$ cat config.mk
export PLATFORM = sky130hd
export DESIGN_NAME = cos_node
export DESIGN_NICKNAME = d
export VERILOG_FILES = /design/src/hw/cos_pkg.sv /design/src/hw/cos_node.sv
export VERILOG_INCLUDE_DIRS = /design/src /design/src/hw
export SDC_FILE = /design/constraint.sdc
export NUM_CORES = 2
export LEC_CHECK = 0
export BUFFER_PORTS_ARGS = -buffer_cell sky130_fd_sc_hd__buf_2
export CORE_AREA = 3 3 460 462
export CTS_CLUSTER_DIAMETER = 30
export DETAILED_ROUTE_END_ITERATION = 6
export DIE_AREA = 0 0 463 465
export PLACE_DENSITY = 0.68
export SYNTH_ARGS = -nofsm -noshare
export SYNTH_HDL_FRONTEND = slang
export SYNTH_SLANG_ARGS = --single-unit
$ cat constraint.sdc
create_clock -name MCLK -period 6 [get_ports MCLK]
set_input_delay 0.3 -clock MCLK [delete_from_list [all_inputs] [get_ports MCLK]]
set_output_delay 0.3 -clock MCLK [all_outputs]
set_load 0.005 [all_outputs]
$ cat src/hw/cos_regs.svh
// register offsets, reset values, timing counts and dictionary index ranges
`ifndef COS_REGS_SVH
`define COS_REGS_SVH
`define COS_CTRL_OFF 12'h000
`define COS_STAT_OFF 12'h004
`define COS_RED_OFF 12'h008
`define COS_TCFG_OFF 12'h00C
`define COS_TTIM_OFF 12'h010
`define COS_SWL_OFF 12'h014
`define COS_ODADR_OFF 12'h018
`define COS_ODDAT_OFF 12'h01C
`define COS_CTRL_RST 32'h0000_0000
`define COS_RED_RST 32'h0000_0303
`define COS_TCFG_RST 32'h0000_0001
`define COS_SWL_RST 32'h0000_03E8
`define COS_MS_NS 1000000
`define COS_CLK_NS 4
`define COS_MS_CYC (`COS_MS_NS / `COS_CLK_NS)
`define COS_OD_DEV 16'h2000
`define COS_OD_RW 16'h6000
`define COS_OD_RO 16'h7000
`define COS_OD_END 16'h8000
`define COS_OD_WORDS 64
`endif

$ cat src/hw/cos_pkg.sv
// types of the node protocol block
package cos_pkg;
  typedef enum logic [4:0] {
    COS_INIT = 5'h01,
    COS_PREOP = 5'h02,
    COS_OPER = 5'h04,
    COS_STOP = 5'h08,
    COS_RSTCOM = 5'h10
  } cos_state_t;
  typedef enum logic [2:0] {
    COS_CMD_START = 3'h1,
    COS_CMD_STOP = 3'h2,
    COS_CMD_PREOP = 3'h3,
    COS_CMD_RSTAPP = 3'h4,
    COS_CMD_RSTCOM = 3'h5
  } cos_cmd_t;
endpackage

$ cat src/hw/cos_node.sv
// network state, heartbeat redundancy, PDO timing and SDO dictionary
`timescale 1ns/10ps
`include "cos_regs.svh"
module cos_node (
  // clock and reset
  input wire logic MCLK,
  input wire logic RST_N,
  // apb slave
  input wire logic PSEL,
  input wire logic PENABLE,
  input wire logic PWRITE,
  input wire logic [11:0] PADDR,
  input wire logic [31:0] PWDATA,
  output logic [31:0] PRDATA,
  output logic PREADY,
  output logic PSLVERR,
  // decoded network events
  input wire logic NMT_VALID,
  input wire logic [2:0] NMT_CMD,
  input wire logic SYNC_RX,
  input wire logic MASTER_HB_RX,
  input wire logic RPDO_RX,
  input wire logic RPDO_SYNC,
  input wire logic TPDO_TRIG,
  // sdo requests
  input wire logic SDO_VALID,
  input wire logic SDO_WRITE,
  input wire logic [15:0] SDO_INDEX,
  input wire logic [7:0] SDO_SUB,
  input wire logic [1:0] SDO_SIZE,
  input wire logic [31:0] SDO_WDATA,
  // node outputs
  output logic BOOTUP_TX,
  output logic HB_TX,
  output logic HB_EVENT,
  output logic BUS_SEL,
  output logic TPDO_SYNC_TX,
  output logic TPDO_ASYNC_TX,
  output logic RPDO_PROC,
  output logic SYNC_ERR,
  output logic SDO_ACK,
  output logic SDO_ABORT,
  output logic [31:0] SDO_RDATA
);
  cos_pkg::cos_state_t state;
  cos_pkg::cos_state_t next_state;
  logic [31:0] ctrl, red, tcfg, ttim, swl, odadr;
  logic [31:0] od_mem [0:`COS_OD_WORDS-1];
  logic [17:0] ms_cnt;
  logic [15:0] hb_ms, mhb_ms;
  logic [7:0] ev_cnt, tog_cnt, sync_cnt;
  logic [15:0] evt_ms, inh_ms;
  logic [31:0] win_cnt;
  logic [7:0] rq_cnt, rq_run;
  logic win_open, trig_pend;

  function automatic logic od_ok(input logic [15:0] idx);
    od_ok = idx >= `COS_OD_DEV && idx < `COS_OD_END;
  endfunction

  // ctrl: 0 auto-start, 1 window check, 2 sync tpdo; red: 7:0 events
  // per switch, 15:8 max toggles; tcfg: 7:0 sync period; ttim: 15:0
  // event ms, 31:16 inhibit ms; swl 15:0 in cycles
  wire ms_tick = ms_cnt == 18'(`COS_MS_CYC - 1);
  wire auto_start = ctrl[0];
  wire swl_chk = ctrl[1];
  wire sync_mode = ctrl[2];
  wire [7:0] ev_per_sw = red[7:0];
  wire [7:0] tog_max = red[15:8];
  wire red_done = tog_cnt >= tog_max;
  wire oper = state == cos_pkg::COS_OPER;
  wire sw_now = HB_EVENT && !red_done && ev_cnt + 8'h1 >= ev_per_sw;
  wire sync_due = oper && sync_mode && SYNC_RX &&
                  sync_cnt + 8'h1 >= tcfg[7:0];
  wire evt_en = ttim[15:0] != 16'h0;
  wire inh_ok = inh_ms == 16'h0;
  wire evt_exp = evt_en && ms_tick && evt_ms == 16'h1;
  wire async_go = oper && !sync_mode && inh_ok &&
                  (trig_pend || TPDO_TRIG || evt_exp);
  // upper half of swl is the master heartbeat timeout, not window length
  wire win_end = win_open && win_cnt + 32'h1 >= {16'h0, swl[15:0]};
  wire rq_new = RPDO_RX && RPDO_SYNC;
  wire rpdo_now = RPDO_RX && !RPDO_SYNC;
  wire rq_drain = rq_run != 8'h0 && !rpdo_now;
  wire apb_wr = PSEL && PENABLE && PWRITE;
  wire [5:0] od_word = odadr[5:0];
  wire [5:0] sdo_slot = {SDO_INDEX[12] , SDO_SUB[4:0]};
  wire sdo_legal = od_ok(SDO_INDEX) && SDO_SIZE != 2'h3;
  wire sdo_ro = SDO_INDEX >= `COS_OD_RO || SDO_INDEX < `COS_OD_RW ||
                SDO_SUB == 8'h0;
  wire sdo_fault = !sdo_legal || (SDO_WRITE && sdo_ro);

  always_comb begin
    next_state = state;
    if (state == cos_pkg::COS_INIT || state == cos_pkg::COS_RSTCOM) begin
      next_state = auto_start ? cos_pkg::COS_OPER : cos_pkg::COS_PREOP;
    end else if (NMT_VALID) begin
      unique case (NMT_CMD)
        cos_pkg::COS_CMD_START: next_state = cos_pkg::COS_OPER;
        cos_pkg::COS_CMD_STOP: next_state = cos_pkg::COS_STOP;
        cos_pkg::COS_CMD_PREOP: next_state = cos_pkg::COS_PREOP;
        cos_pkg::COS_CMD_RSTAPP: next_state = cos_pkg::COS_INIT;
        cos_pkg::COS_CMD_RSTCOM: next_state = cos_pkg::COS_RSTCOM;
        default: next_state = state;
      endcase
    end
  end

  always_ff @(posedge MCLK) begin
    if (!RST_N) begin
      state <= cos_pkg::COS_INIT;
      BOOTUP_TX <= 1'b0;
    end else begin
      state <= next_state;
      // boot-up only once initialization hands over
      BOOTUP_TX <= (state == cos_pkg::COS_INIT ||
                    state == cos_pkg::COS_RSTCOM) &&
                   next_state != state;
    end
  end

  // neither application reset nor comms reset clears the dictionary; reset never touches it
  always_ff @(posedge MCLK) begin
    if (SDO_VALID && !sdo_fault && SDO_WRITE) begin
      od_mem[sdo_slot] <= SDO_WDATA;
    end else if (apb_wr && PADDR == `COS_ODDAT_OFF) begin
      od_mem[od_word] <= PWDATA;
    end
  end

  always_ff @(posedge MCLK) begin
    if (!RST_N) begin
      SDO_ACK <= 1'b0;
      SDO_ABORT <= 1'b0;
      SDO_RDATA <= 32'h0;
    end else begin
      SDO_ACK <= SDO_VALID && !sdo_fault;
      SDO_ABORT <= SDO_VALID && sdo_fault;
      SDO_RDATA <= SDO_VALID && !SDO_WRITE && !sdo_fault ?
                   od_mem[sdo_slot] & (SDO_SIZE == 2'h0 ? 32'hFF :
                   SDO_SIZE == 2'h1 ? 32'hFFFF : 32'hFFFF_FFFF) :
                   32'h0;
    end
  end

  always_ff @(posedge MCLK) begin
    if (!RST_N) begin
      ms_cnt <= 18'h0;
      hb_ms <= 16'h0;
      mhb_ms <= 16'h0;
      HB_TX <= 1'b0;
      HB_EVENT <= 1'b0;
    end else begin
      ms_cnt <= ms_tick ? 18'h0 : ms_cnt + 18'h1;
      // producer period in ms minus one, shared with the tpdo inhibit time in ttim 31:16
      hb_ms <= ms_tick ? (hb_ms == ttim[31:16] ? 16'h0 : hb_ms + 16'h1)
                       : hb_ms;
      HB_TX <= ms_tick && hb_ms == ttim[31:16] &&
               state != cos_pkg::COS_INIT;
      if (MASTER_HB_RX || HB_EVENT) begin
        mhb_ms <= 16'h0;
      end else if (ms_tick) begin
        mhb_ms <= mhb_ms + 16'h1;
      end
      HB_EVENT <= !HB_EVENT && !MASTER_HB_RX && ms_tick &&
                  mhb_ms + 16'h1 >= swl[31:16] && swl[31:16] != 16'h0;
    end
  end

  always_ff @(posedge MCLK) begin
    if (!RST_N) begin
      ev_cnt <= 8'h0;
      tog_cnt <= 8'h0;
      BUS_SEL <= 1'b0;
    end else if (HB_EVENT && !red_done) begin
      ev_cnt <= sw_now ? 8'h0 : ev_cnt + 8'h1;
      if (sw_now) begin
        BUS_SEL <= !BUS_SEL;
        tog_cnt <= tog_cnt + 8'h1;
      end
    end
  end

  always_ff @(posedge MCLK) begin
    if (!RST_N) begin
      sync_cnt <= 8'h0;
      TPDO_SYNC_TX <= 1'b0;
      win_open <= 1'b0;
      win_cnt <= 32'h0;
      SYNC_ERR <= 1'b0;
      rq_cnt <= 8'h0;
      rq_run <= 8'h0;
      RPDO_PROC <= 1'b0;
    end else begin
      if (SYNC_RX) begin
        sync_cnt <= sync_due ? 8'h0 : sync_cnt + 8'h1;
      end
      TPDO_SYNC_TX <= sync_due;
      win_open <= SYNC_RX ? 1'b1 : (win_end ? 1'b0 : win_open);
      win_cnt <= SYNC_RX ? 32'h0 : win_cnt + 32'h1;
      // one released frame drained per cycle; an async frame goes first
      RPDO_PROC <= rpdo_now || rq_drain;
      // frames queued in this window wait for the next sync
      if (SYNC_RX) begin
        rq_cnt <= {7'h0, rq_new};
        rq_run <= rq_run + rq_cnt - {7'h0, rq_drain};
      end else begin
        rq_cnt <= rq_cnt + {7'h0, rq_new};
        rq_run <= rq_run - {7'h0, rq_drain};
      end
      SYNC_ERR <= win_end && swl_chk && rq_run != 8'h0;
    end
  end

  always_ff @(posedge MCLK) begin
    if (!RST_N) begin
      evt_ms <= 16'h0;
      inh_ms <= 16'h0;
      trig_pend <= 1'b0;
      TPDO_ASYNC_TX <= 1'b0;
    end else begin
      trig_pend <= (trig_pend || TPDO_TRIG) && !async_go;
      TPDO_ASYNC_TX <= async_go;
      if (async_go) begin
        inh_ms <= ttim[31:16];
        evt_ms <= ttim[15:0];
      end else if (ms_tick) begin
        inh_ms <= inh_ok ? 16'h0 : inh_ms - 16'h1;
        evt_ms <= evt_ms <= 16'h1 ? ttim[15:0] : evt_ms - 16'h1;
      end
    end
  end

  always_ff @(posedge MCLK) begin
    if (!RST_N) begin
      ctrl <= `COS_CTRL_RST;
      red <= `COS_RED_RST;
      tcfg <= `COS_TCFG_RST;
      ttim <= 32'h0;
      swl <= `COS_SWL_RST;
      odadr <= 32'h0;
    end else if (apb_wr) begin
      if (PADDR == `COS_CTRL_OFF) ctrl <= PWDATA;
      if (PADDR == `COS_RED_OFF) red <= PWDATA;
      if (PADDR == `COS_TCFG_OFF) tcfg <= PWDATA;
      if (PADDR == `COS_TTIM_OFF) ttim <= PWDATA;
      if (PADDR == `COS_SWL_OFF) swl <= PWDATA;
      if (PADDR == `COS_ODADR_OFF) odadr <= PWDATA;
    end
  end

  wire [31:0] stat = {8'h0, tog_cnt, ev_cnt, 1'b0, red_done, BUS_SEL,
                      state};
  always_comb begin
    PREADY = 1'b1;
    PSLVERR = 1'b0;
    unique case (PADDR)
      `COS_CTRL_OFF: PRDATA = ctrl;
      `COS_STAT_OFF: PRDATA = stat;
      `COS_RED_OFF: PRDATA = red;
      `COS_TCFG_OFF: PRDATA = tcfg;
      `COS_TTIM_OFF: PRDATA = ttim;
      `COS_SWL_OFF: PRDATA = swl;
      `COS_ODADR_OFF: PRDATA = odadr;
      `COS_ODDAT_OFF: PRDATA = od_mem[od_word];
      default: begin
        PRDATA = 32'h0;
        PSLVERR = PSEL && PENABLE;
      end
    endcase
  end

  property p_boot;
    @(posedge MCLK) disable iff (!RST_N)
    BOOTUP_TX |-> $past(state) != state;
  endproperty
  a_boot: assert property (p_boot) else $error("boot without init end");

  property p_start;
    @(posedge MCLK) disable iff (!RST_N)
    (NMT_VALID && NMT_CMD == 3'h1 && state == cos_pkg::COS_PREOP)
      |=> state == cos_pkg::COS_OPER;
  endproperty
  a_start: assert property (p_start) else $error("start not taken");

  property p_stop;
    @(posedge MCLK) disable iff (!RST_N)
    (NMT_VALID && NMT_CMD == 3'h2 && state == cos_pkg::COS_OPER)
      |=> state == cos_pkg::COS_STOP;
  endproperty
  a_stop: assert property (p_stop) else $error("stop not taken");

  property p_rst;
    @(posedge MCLK) disable iff (!RST_N)
    (NMT_VALID && NMT_CMD == 3'h5 && state == cos_pkg::COS_OPER)
      |=> state == cos_pkg::COS_RSTCOM ##1 BOOTUP_TX;
  endproperty
  a_rst: assert property (p_rst) else $error("reset comm wrong");

  property p_sw;
    @(posedge MCLK) disable iff (!RST_N)
    $changed(BUS_SEL) |-> $past(HB_EVENT) && !$past(red_done);
  endproperty
  a_sw: assert property (p_sw) else $error("bus switch without cause");

  property p_hold;
    @(posedge MCLK) disable iff (!RST_N)
    red_done |=> $stable(BUS_SEL);
  endproperty
  a_hold: assert property (p_hold) else $error("switched after limit");

  property p_sync;
    @(posedge MCLK) disable iff (!RST_N)
    TPDO_SYNC_TX |-> $past(SYNC_RX) && $past(oper);
  endproperty
  a_sync: assert property (p_sync) else $error("sync tpdo w/o sync");

  property p_inh;
    @(posedge MCLK) disable iff (!RST_N)
    TPDO_ASYNC_TX && ttim[31:16] != 16'h0 |=> !TPDO_ASYNC_TX [*8];
  endproperty
  a_inh: assert property (p_inh) else $error("inhibit violated");

  property p_arpdo;
    @(posedge MCLK) disable iff (!RST_N)
    RPDO_RX && !RPDO_SYNC |=> RPDO_PROC;
  endproperty
  a_arpdo: assert property (p_arpdo) else $error("async rpdo late");

  c_boot: cover property (@(posedge MCLK) BOOTUP_TX);
  c_sw: cover property (@(posedge MCLK) $changed(BUS_SEL));
  c_async: cover property (@(posedge MCLK) TPDO_ASYNC_TX);
  c_err: cover property (@(posedge MCLK) SYNC_ERR);
endmodule

---- Word-level counts from Yosys, hierarchy flattened ----
Memories as Yosys holds them, arrays and structs flattened. A register that Yosys moved wholly into a read port is not among the register bits.
Cells that the tools add are included.
word-level totals
  memories kept ........................... 1
  flip-flop bits (word level) ............. 395
  bits of input ports ..................... 118
  logic and storage cells ................. 187
  RAM bits ................................ 2048
  output and inout port bits .............. 76
operators by class
  mux-type cells .......................... 31
  add/subtract/negate cells ............... 13
  reductions and logical operators ........ 76
  eq/ne operators ......................... 22
  order comparisons ....................... 10
  bitwise gates (word level) .............. 2
memories
  name    words  width  rd ports  clocked after Yosys merged registers in  wr ports  RTL line        RTL
  od_mem  64     32     2         1                                        1         cos_node.sv:48  logic [31:0] od_mem [0:`COS_OD_WORDS-1];
operators by type and width
  operator                                                              count
  one-hot mux 32 bit (8 select lines)                                   1
  two-way mux 16 bit                                                    7
  two-way mux 32 bit                                                    3
  == test 12 x 5 -> 1 bit (second input constant)                       4
  logical AND 1 bit                                                     35
  adder 16 x 1 -> 16 bit (second input constant)                        2
  adder 32 x 1 -> 32 bit (second input constant)                        1
  bitwise AND 32 bit                                                    1
  greater-or-equal comparator 32 x 16 -> 1 bit                          1
  nonzero test 16 bit                                                   2
  OR reduction 32 bit                                                   1
  subtractor 16 x 1 -> 16 bit (second input constant)                   2
  one-hot mux 5 bit (5 select lines)                                    1
  adder 8 x 1 -> 8 bit (second input constant)                          3
  == test 12 x 4 -> 1 bit (second input constant)                       2
  greater-or-equal comparator 8 bit                                     3
  two-way mux 8 bit                                                     3
  adder 18 x 1 -> 18 bit (second input constant)                        1
  == test 18 bit (second input constant)                                1
  two-way mux 6 bit                                                     3
  == test 16 x 1 -> 1 bit (second input constant)                       1
  == test 16 bit                                                        1
  greater-or-equal comparator 16 x 14 -> 1 bit (second input constant)  1
  greater-or-equal comparator 16 x 15 -> 1 bit (second input constant)  1
  other kinds (33)                                                      73

---- Logic depth before layout (Yosys ltp) ----
  word-level depth ........................ 12
  depth in mapped cells ................... 16
  depth with buffers taken out ............ 16

---- Least setup slack after synthesis ----
OpenSTA, ideal clock, no wires.
  path kind ............................... input port to flip-flop
  start ................................... input PADDR[7]
  end ..................................... memory od_mem[48][0] (enable)
  required time ........................... 5539 ps
  stages on the path ...................... 9
  arrival time ............................ 4156 ps
  library setup time ...................... 461 ps
  path slack .............................. 1383 ps
  path through ............................ nor4_2 nand3_1 nor2_1 nand3_1 or3_1 buf_2 nor3_1 nand2b_1 nor3_1
on the way
  longest elaborated chain between the ends .. 7
  elaborated cells between the ends (all ways) .. 8
  classes of those cells .................. eq/ne (1); mux (5); reduce/logical (2)
ends and longest elaborated chain
  item                                                                     RTL line         RTL
  from (decl)                                                              cos_node.sv:12   input wire logic [11:0] PADDR,
  == test 12 x 5 -> 1 bit (*)                                              --
  logical AND 1 bit (no line) (*)                                          --
  two-way mux 1 bit (*)                                                    cos_node.sv:126  end else if (apb_wr && PADDR == `COS_ODDAT_OFF) begin
  two-way mux 1 bit (*)                                                    cos_node.sv:124  if (SDO_VALID && !sdo_fault && SDO_WRITE) begin
  two-way mux 1 bit (not written as such) (*)                              cos_node.sv:127  od_mem[od_word] <= PWDATA;
  OR reduction 32 bit (no line)                                            --
  two-way mux 6 bit (no line) / two-way mux 1 bit (equally long branches)  --
  to (decl)                                                                cos_node.sv:48
Every way passes the cells marked *; elsewhere a longest branch is shown, timed or not.

==> results.sh <==
export IMPL_cts_setup_buffers=0
export IMPL_critPathKind="flop to output pin"
export IMPL_layout_nets=7204
export IMPL_min_path_cells=3
export IMPL_r2r_end="rq_run[7]"
export IMPL_clkTransAtPathRegs_ns=0.05
export IMPL_ant_nets=0
export IMPL_fin_crit_sh_pct=89.32
export IMPL_avgSynthCellArea_um2=17.81
export IMPL_syn_nets=6621
export IMPL_tns_ns=0
export IMPL_power_leakage_nw=44.65
export IMPL_io_pins=194
export IMPL_met2_length_mm=171.0
export IMPL_relSlewSlack_pct=10.66
export IMPL_r2r_slack_ns=2.50
export IMPL_crit_fanout=41
export IMPL_vias_per_cell=7.029
export IMPL_synth_flop_cell="edfxtp_1"
export IMPL_routed_wl_mm=369.8
export IMPL_wl_per_cell_um=36.25
export IMPL_cts_tree="done"
export IMPL_post_route_min_period_ns=5.359
export IMPL_timing_hold_violations_final=0
export IMPL_min_from="SDO_SIZE[0]"
export IMPL_ys_top_cells_by_count="edfxtp_1, mux4_2, nand2_1"
export IMPL_wl_met1_mm=130.5
export IMPL_grt_antenna_before_repair=17
export IMPL_peakVddDrop_mv=0.3129
export IMPL_cts_resized=0
export IMPL_max_freq_mhz=186.6
export IMPL_core_area_um2=207500
export IMPL_reg2reg_from="rq_run[3]"
export IMPL_maxCapViolCount=0
export IMPL_std_cell_rows=167
export IMPL_firstDrtPassIters=6
export IMPL_grt_max_degree=129
export IMPL_die_area_um2=215300
export IMPL_regArea_um2=69550
export IMPL_setup_viol=0
export IMPL_grt_pass1_wl_mm=525.5
export IMPL_synth_edf_count=2048
export IMPL_portBuffers=180
export IMPL_dieHeight_um=465
export IMPL_async_flop_share_pct=0
export IMPL_drv_slew=0
export IMPL_vias=71690
export IMPL_clock_path_buffers=4
export IMPL_root_buffer="clkbuf_16"
export IMPL_synth_cell_types=78
export IMPL_grt_use_total_pct=34.33
export IMPL_clock_latency_ns=0.95
export IMPL_gp_congestion=0.9140
export IMPL_hpwl_mm=220.4
export IMPL_min_to="SDO_RDATA[15]"
export IMPL_nFillCells=13550
export IMPL_drive_gt1_share_pct=35.89
export IMPL_cts_buffers=530
export IMPL_grt_overflow=0
export IMPL_start_util_pct=55.11
export IMPL_yosys_cell_count_top_type="edfxtp_1"
export IMPL_netlist_area_um2=114300
export IMPL_required_ns=5.70
export IMPL_ys_warn_count=0
export IMPL_synthTopCellsByArea="edfxtp_1, mux4_2, dfxtp_1"
export IMPL_hp_class="primary input to flop"
export IMPL_critPathArrivalTime_ns=5.06
export IMPL_die_w_um=463
export IMPL_clock_skew_ns=0.05847
export IMPL_cp_start_kind="flop"
export IMPL_htree_levels=6
export IMPL_place_area_um2=119900
export IMPL_area_growth_pct=20.65
export IMPL_synth_seq_area_share_pct=60.81
export IMPL_drc_errors=0
export IMPL_routed_top_layer="met5"
export IMPL_grt_pass1_vias=71670
export IMPL_synthCells=6419
export IMPL_power_density_nw_per_um2=354.7
export IMPL_synth_top_area_cell="edfxtp_1"
export IMPL_reg2regPathDepth=14
export IMPL_endpoint_kind="output pin"
export IMPL_rsz0062_at_grt="no"
export IMPL_fin_area_um2=137900
export IMPL_multiInputGateArea_um2=43110
export IMPL_tightest_slew_ns=1.323
export IMPL_ys_ff_latch=2449
export IMPL_status="finished, final reports clean"
export IMPL_met3_length_mm=48.35
export IMPL_numClockSinks=2449
export IMPL_synth_top_area_share_pct=53.79
export IMPL_drt_iter0_markers=10810
per-stage QoR:
| stage | setup slack, ns | hold WS [ns] | total power, mW | cells | util, % |
|---|---|---|---|---|---|
| floorplan | 1.383 | 0.4179 | 20.09 | 6419 | - |
| global placement | 0.8563 | 0.4276 | 20.66 | 9201 | 57.80 |
| detailed placement | 0.8735 | 0.4388 | 20.70 | 9201 | 57.80 |
| CTS | 0.8574 | 0.03537 | 49.06 | 10190 | 66.48 |
| global route | 0.6116 | 0.07963 | 50.08 | 10200 | 66.48 |
| finish | 0.6408 | 0.09269 | 48.93 | 10200 | 66.48 |
sequential cells by signal (all words and copies together), names as in the netlist, 5 cells and up, named ones only:
register	cells
mhb_ms	16
SDO_RDATA	32
evt_ms	16
win_cnt	32
ev_cnt	8
tog_cnt	8
od_mem	2048
hb_ms	16
tcfg	32
state	5
odadr	32
sync_cnt	8
rq_run	8
swl	32
rq_cnt	8
ctrl	32
inh_ms	16
ttim	32
red	32
ms_cnt	18
timing repair:
action | in CTS | in global routing
hold endpoints to repair | 249 | 0
hold buffers | 57 | 0
endpoints found under the setup margin | 0 | 0
cell usage in the layout (no fill, tap or decap), types with 69 or more instances in the layout:
cell | netlist | final
dfxtp_1 | 401 | 395
clkbuf_1 | 268 | 80
a21boi_1 | 74 | 74
o21ai_0 | 70 | 69
mux4_2 | 1309 | 1309
nor2_1 | 239 | 174
a21boi_0 | 131 | 131
mux2i_1 | 98 | 98
clkinv_1 | 0 | 72
clkbuf_16 | 0 | 550
a21oi_1 | 89 | 88
buf_2 | 119 | 174
ha_1 | 83 | 83
xor2_1 | 73 | 73
inv_1 | 99 | 98
nand2_1 | 531 | 530
buf_4 | 8 | 227
edfxtp_1 | 2048 | 2048
kinds of logic (layout without fill, tap and decap cells):
group                    after synthesis  in the layout  synth area share, %
multiplexers                        1448           1448                27.05
buffers and inverters                549           1534                1.985
AND/OR/NAND/NOR                     1173           1173                4.679
other                                  1              8             0.003280
adder cells (fa/ha/maj)               84             84               0.9258
AO/OA/AOI/OAI                        577            577                3.496
XOR/XNOR                             138            138                1.057
flip-flops                          2449           2449                60.81
worst max-delay path, stage by stage (launching register included):
cell     delay [ns]
dfxtp_4        0.91
buf_4          0.34
mux4_2         0.37
mux4_2         0.48
mux2i_1        0.74
o22ai_1        0.56
a211o_1        0.42
buf_2          0.13
layer usage:
metal,global-route usage [%],up-vias
met2,52.35,5220
li1,-,27910
met1,46.15,37580
met4,16.00,8
met3,10.00,977
met5,0,-
final cells by class:
type | instances | share of cell area [%]
Multi-Input combinational cell | 3421 | 31.25
Antenna cell | 7 | 0.01270
Inverter | 99 | 0.2712
Clock buffer | 647 | 10.36
Sequential cell | 2449 | 50.42
Tap cell | 2788 | 2.529
Timing Repair Buffer | 501 | 2.882
Clock inverter | 287 | 2.277
worst max path at each step:
stage                     from             end  slack [ns]  cells past startpoint
CTS                       flop      PRDATA[31]        0.86                      6
finish                    flop      PRDATA[20]        0.64                      7
floorplan             PADDR[7]   od_mem[48][0]        1.38                      9
global placement    SDO_SUB[0]  od_mem[41][11]        0.86                     12
global route              flop      PRDATA[20]        0.61                      7
detailed placement  SDO_SUB[0]  od_mem[41][11]        0.87                     12
power breakdown:
group	switching (mW)	leakage [nW]	internal, mW
sequential	0.0387	21.6	18.5
combinational	1.11	14.6	0.806
clock	9.20	8.44	19.3
total	10.3	44.6	38.6
Power figures use the tool's default switching activity.
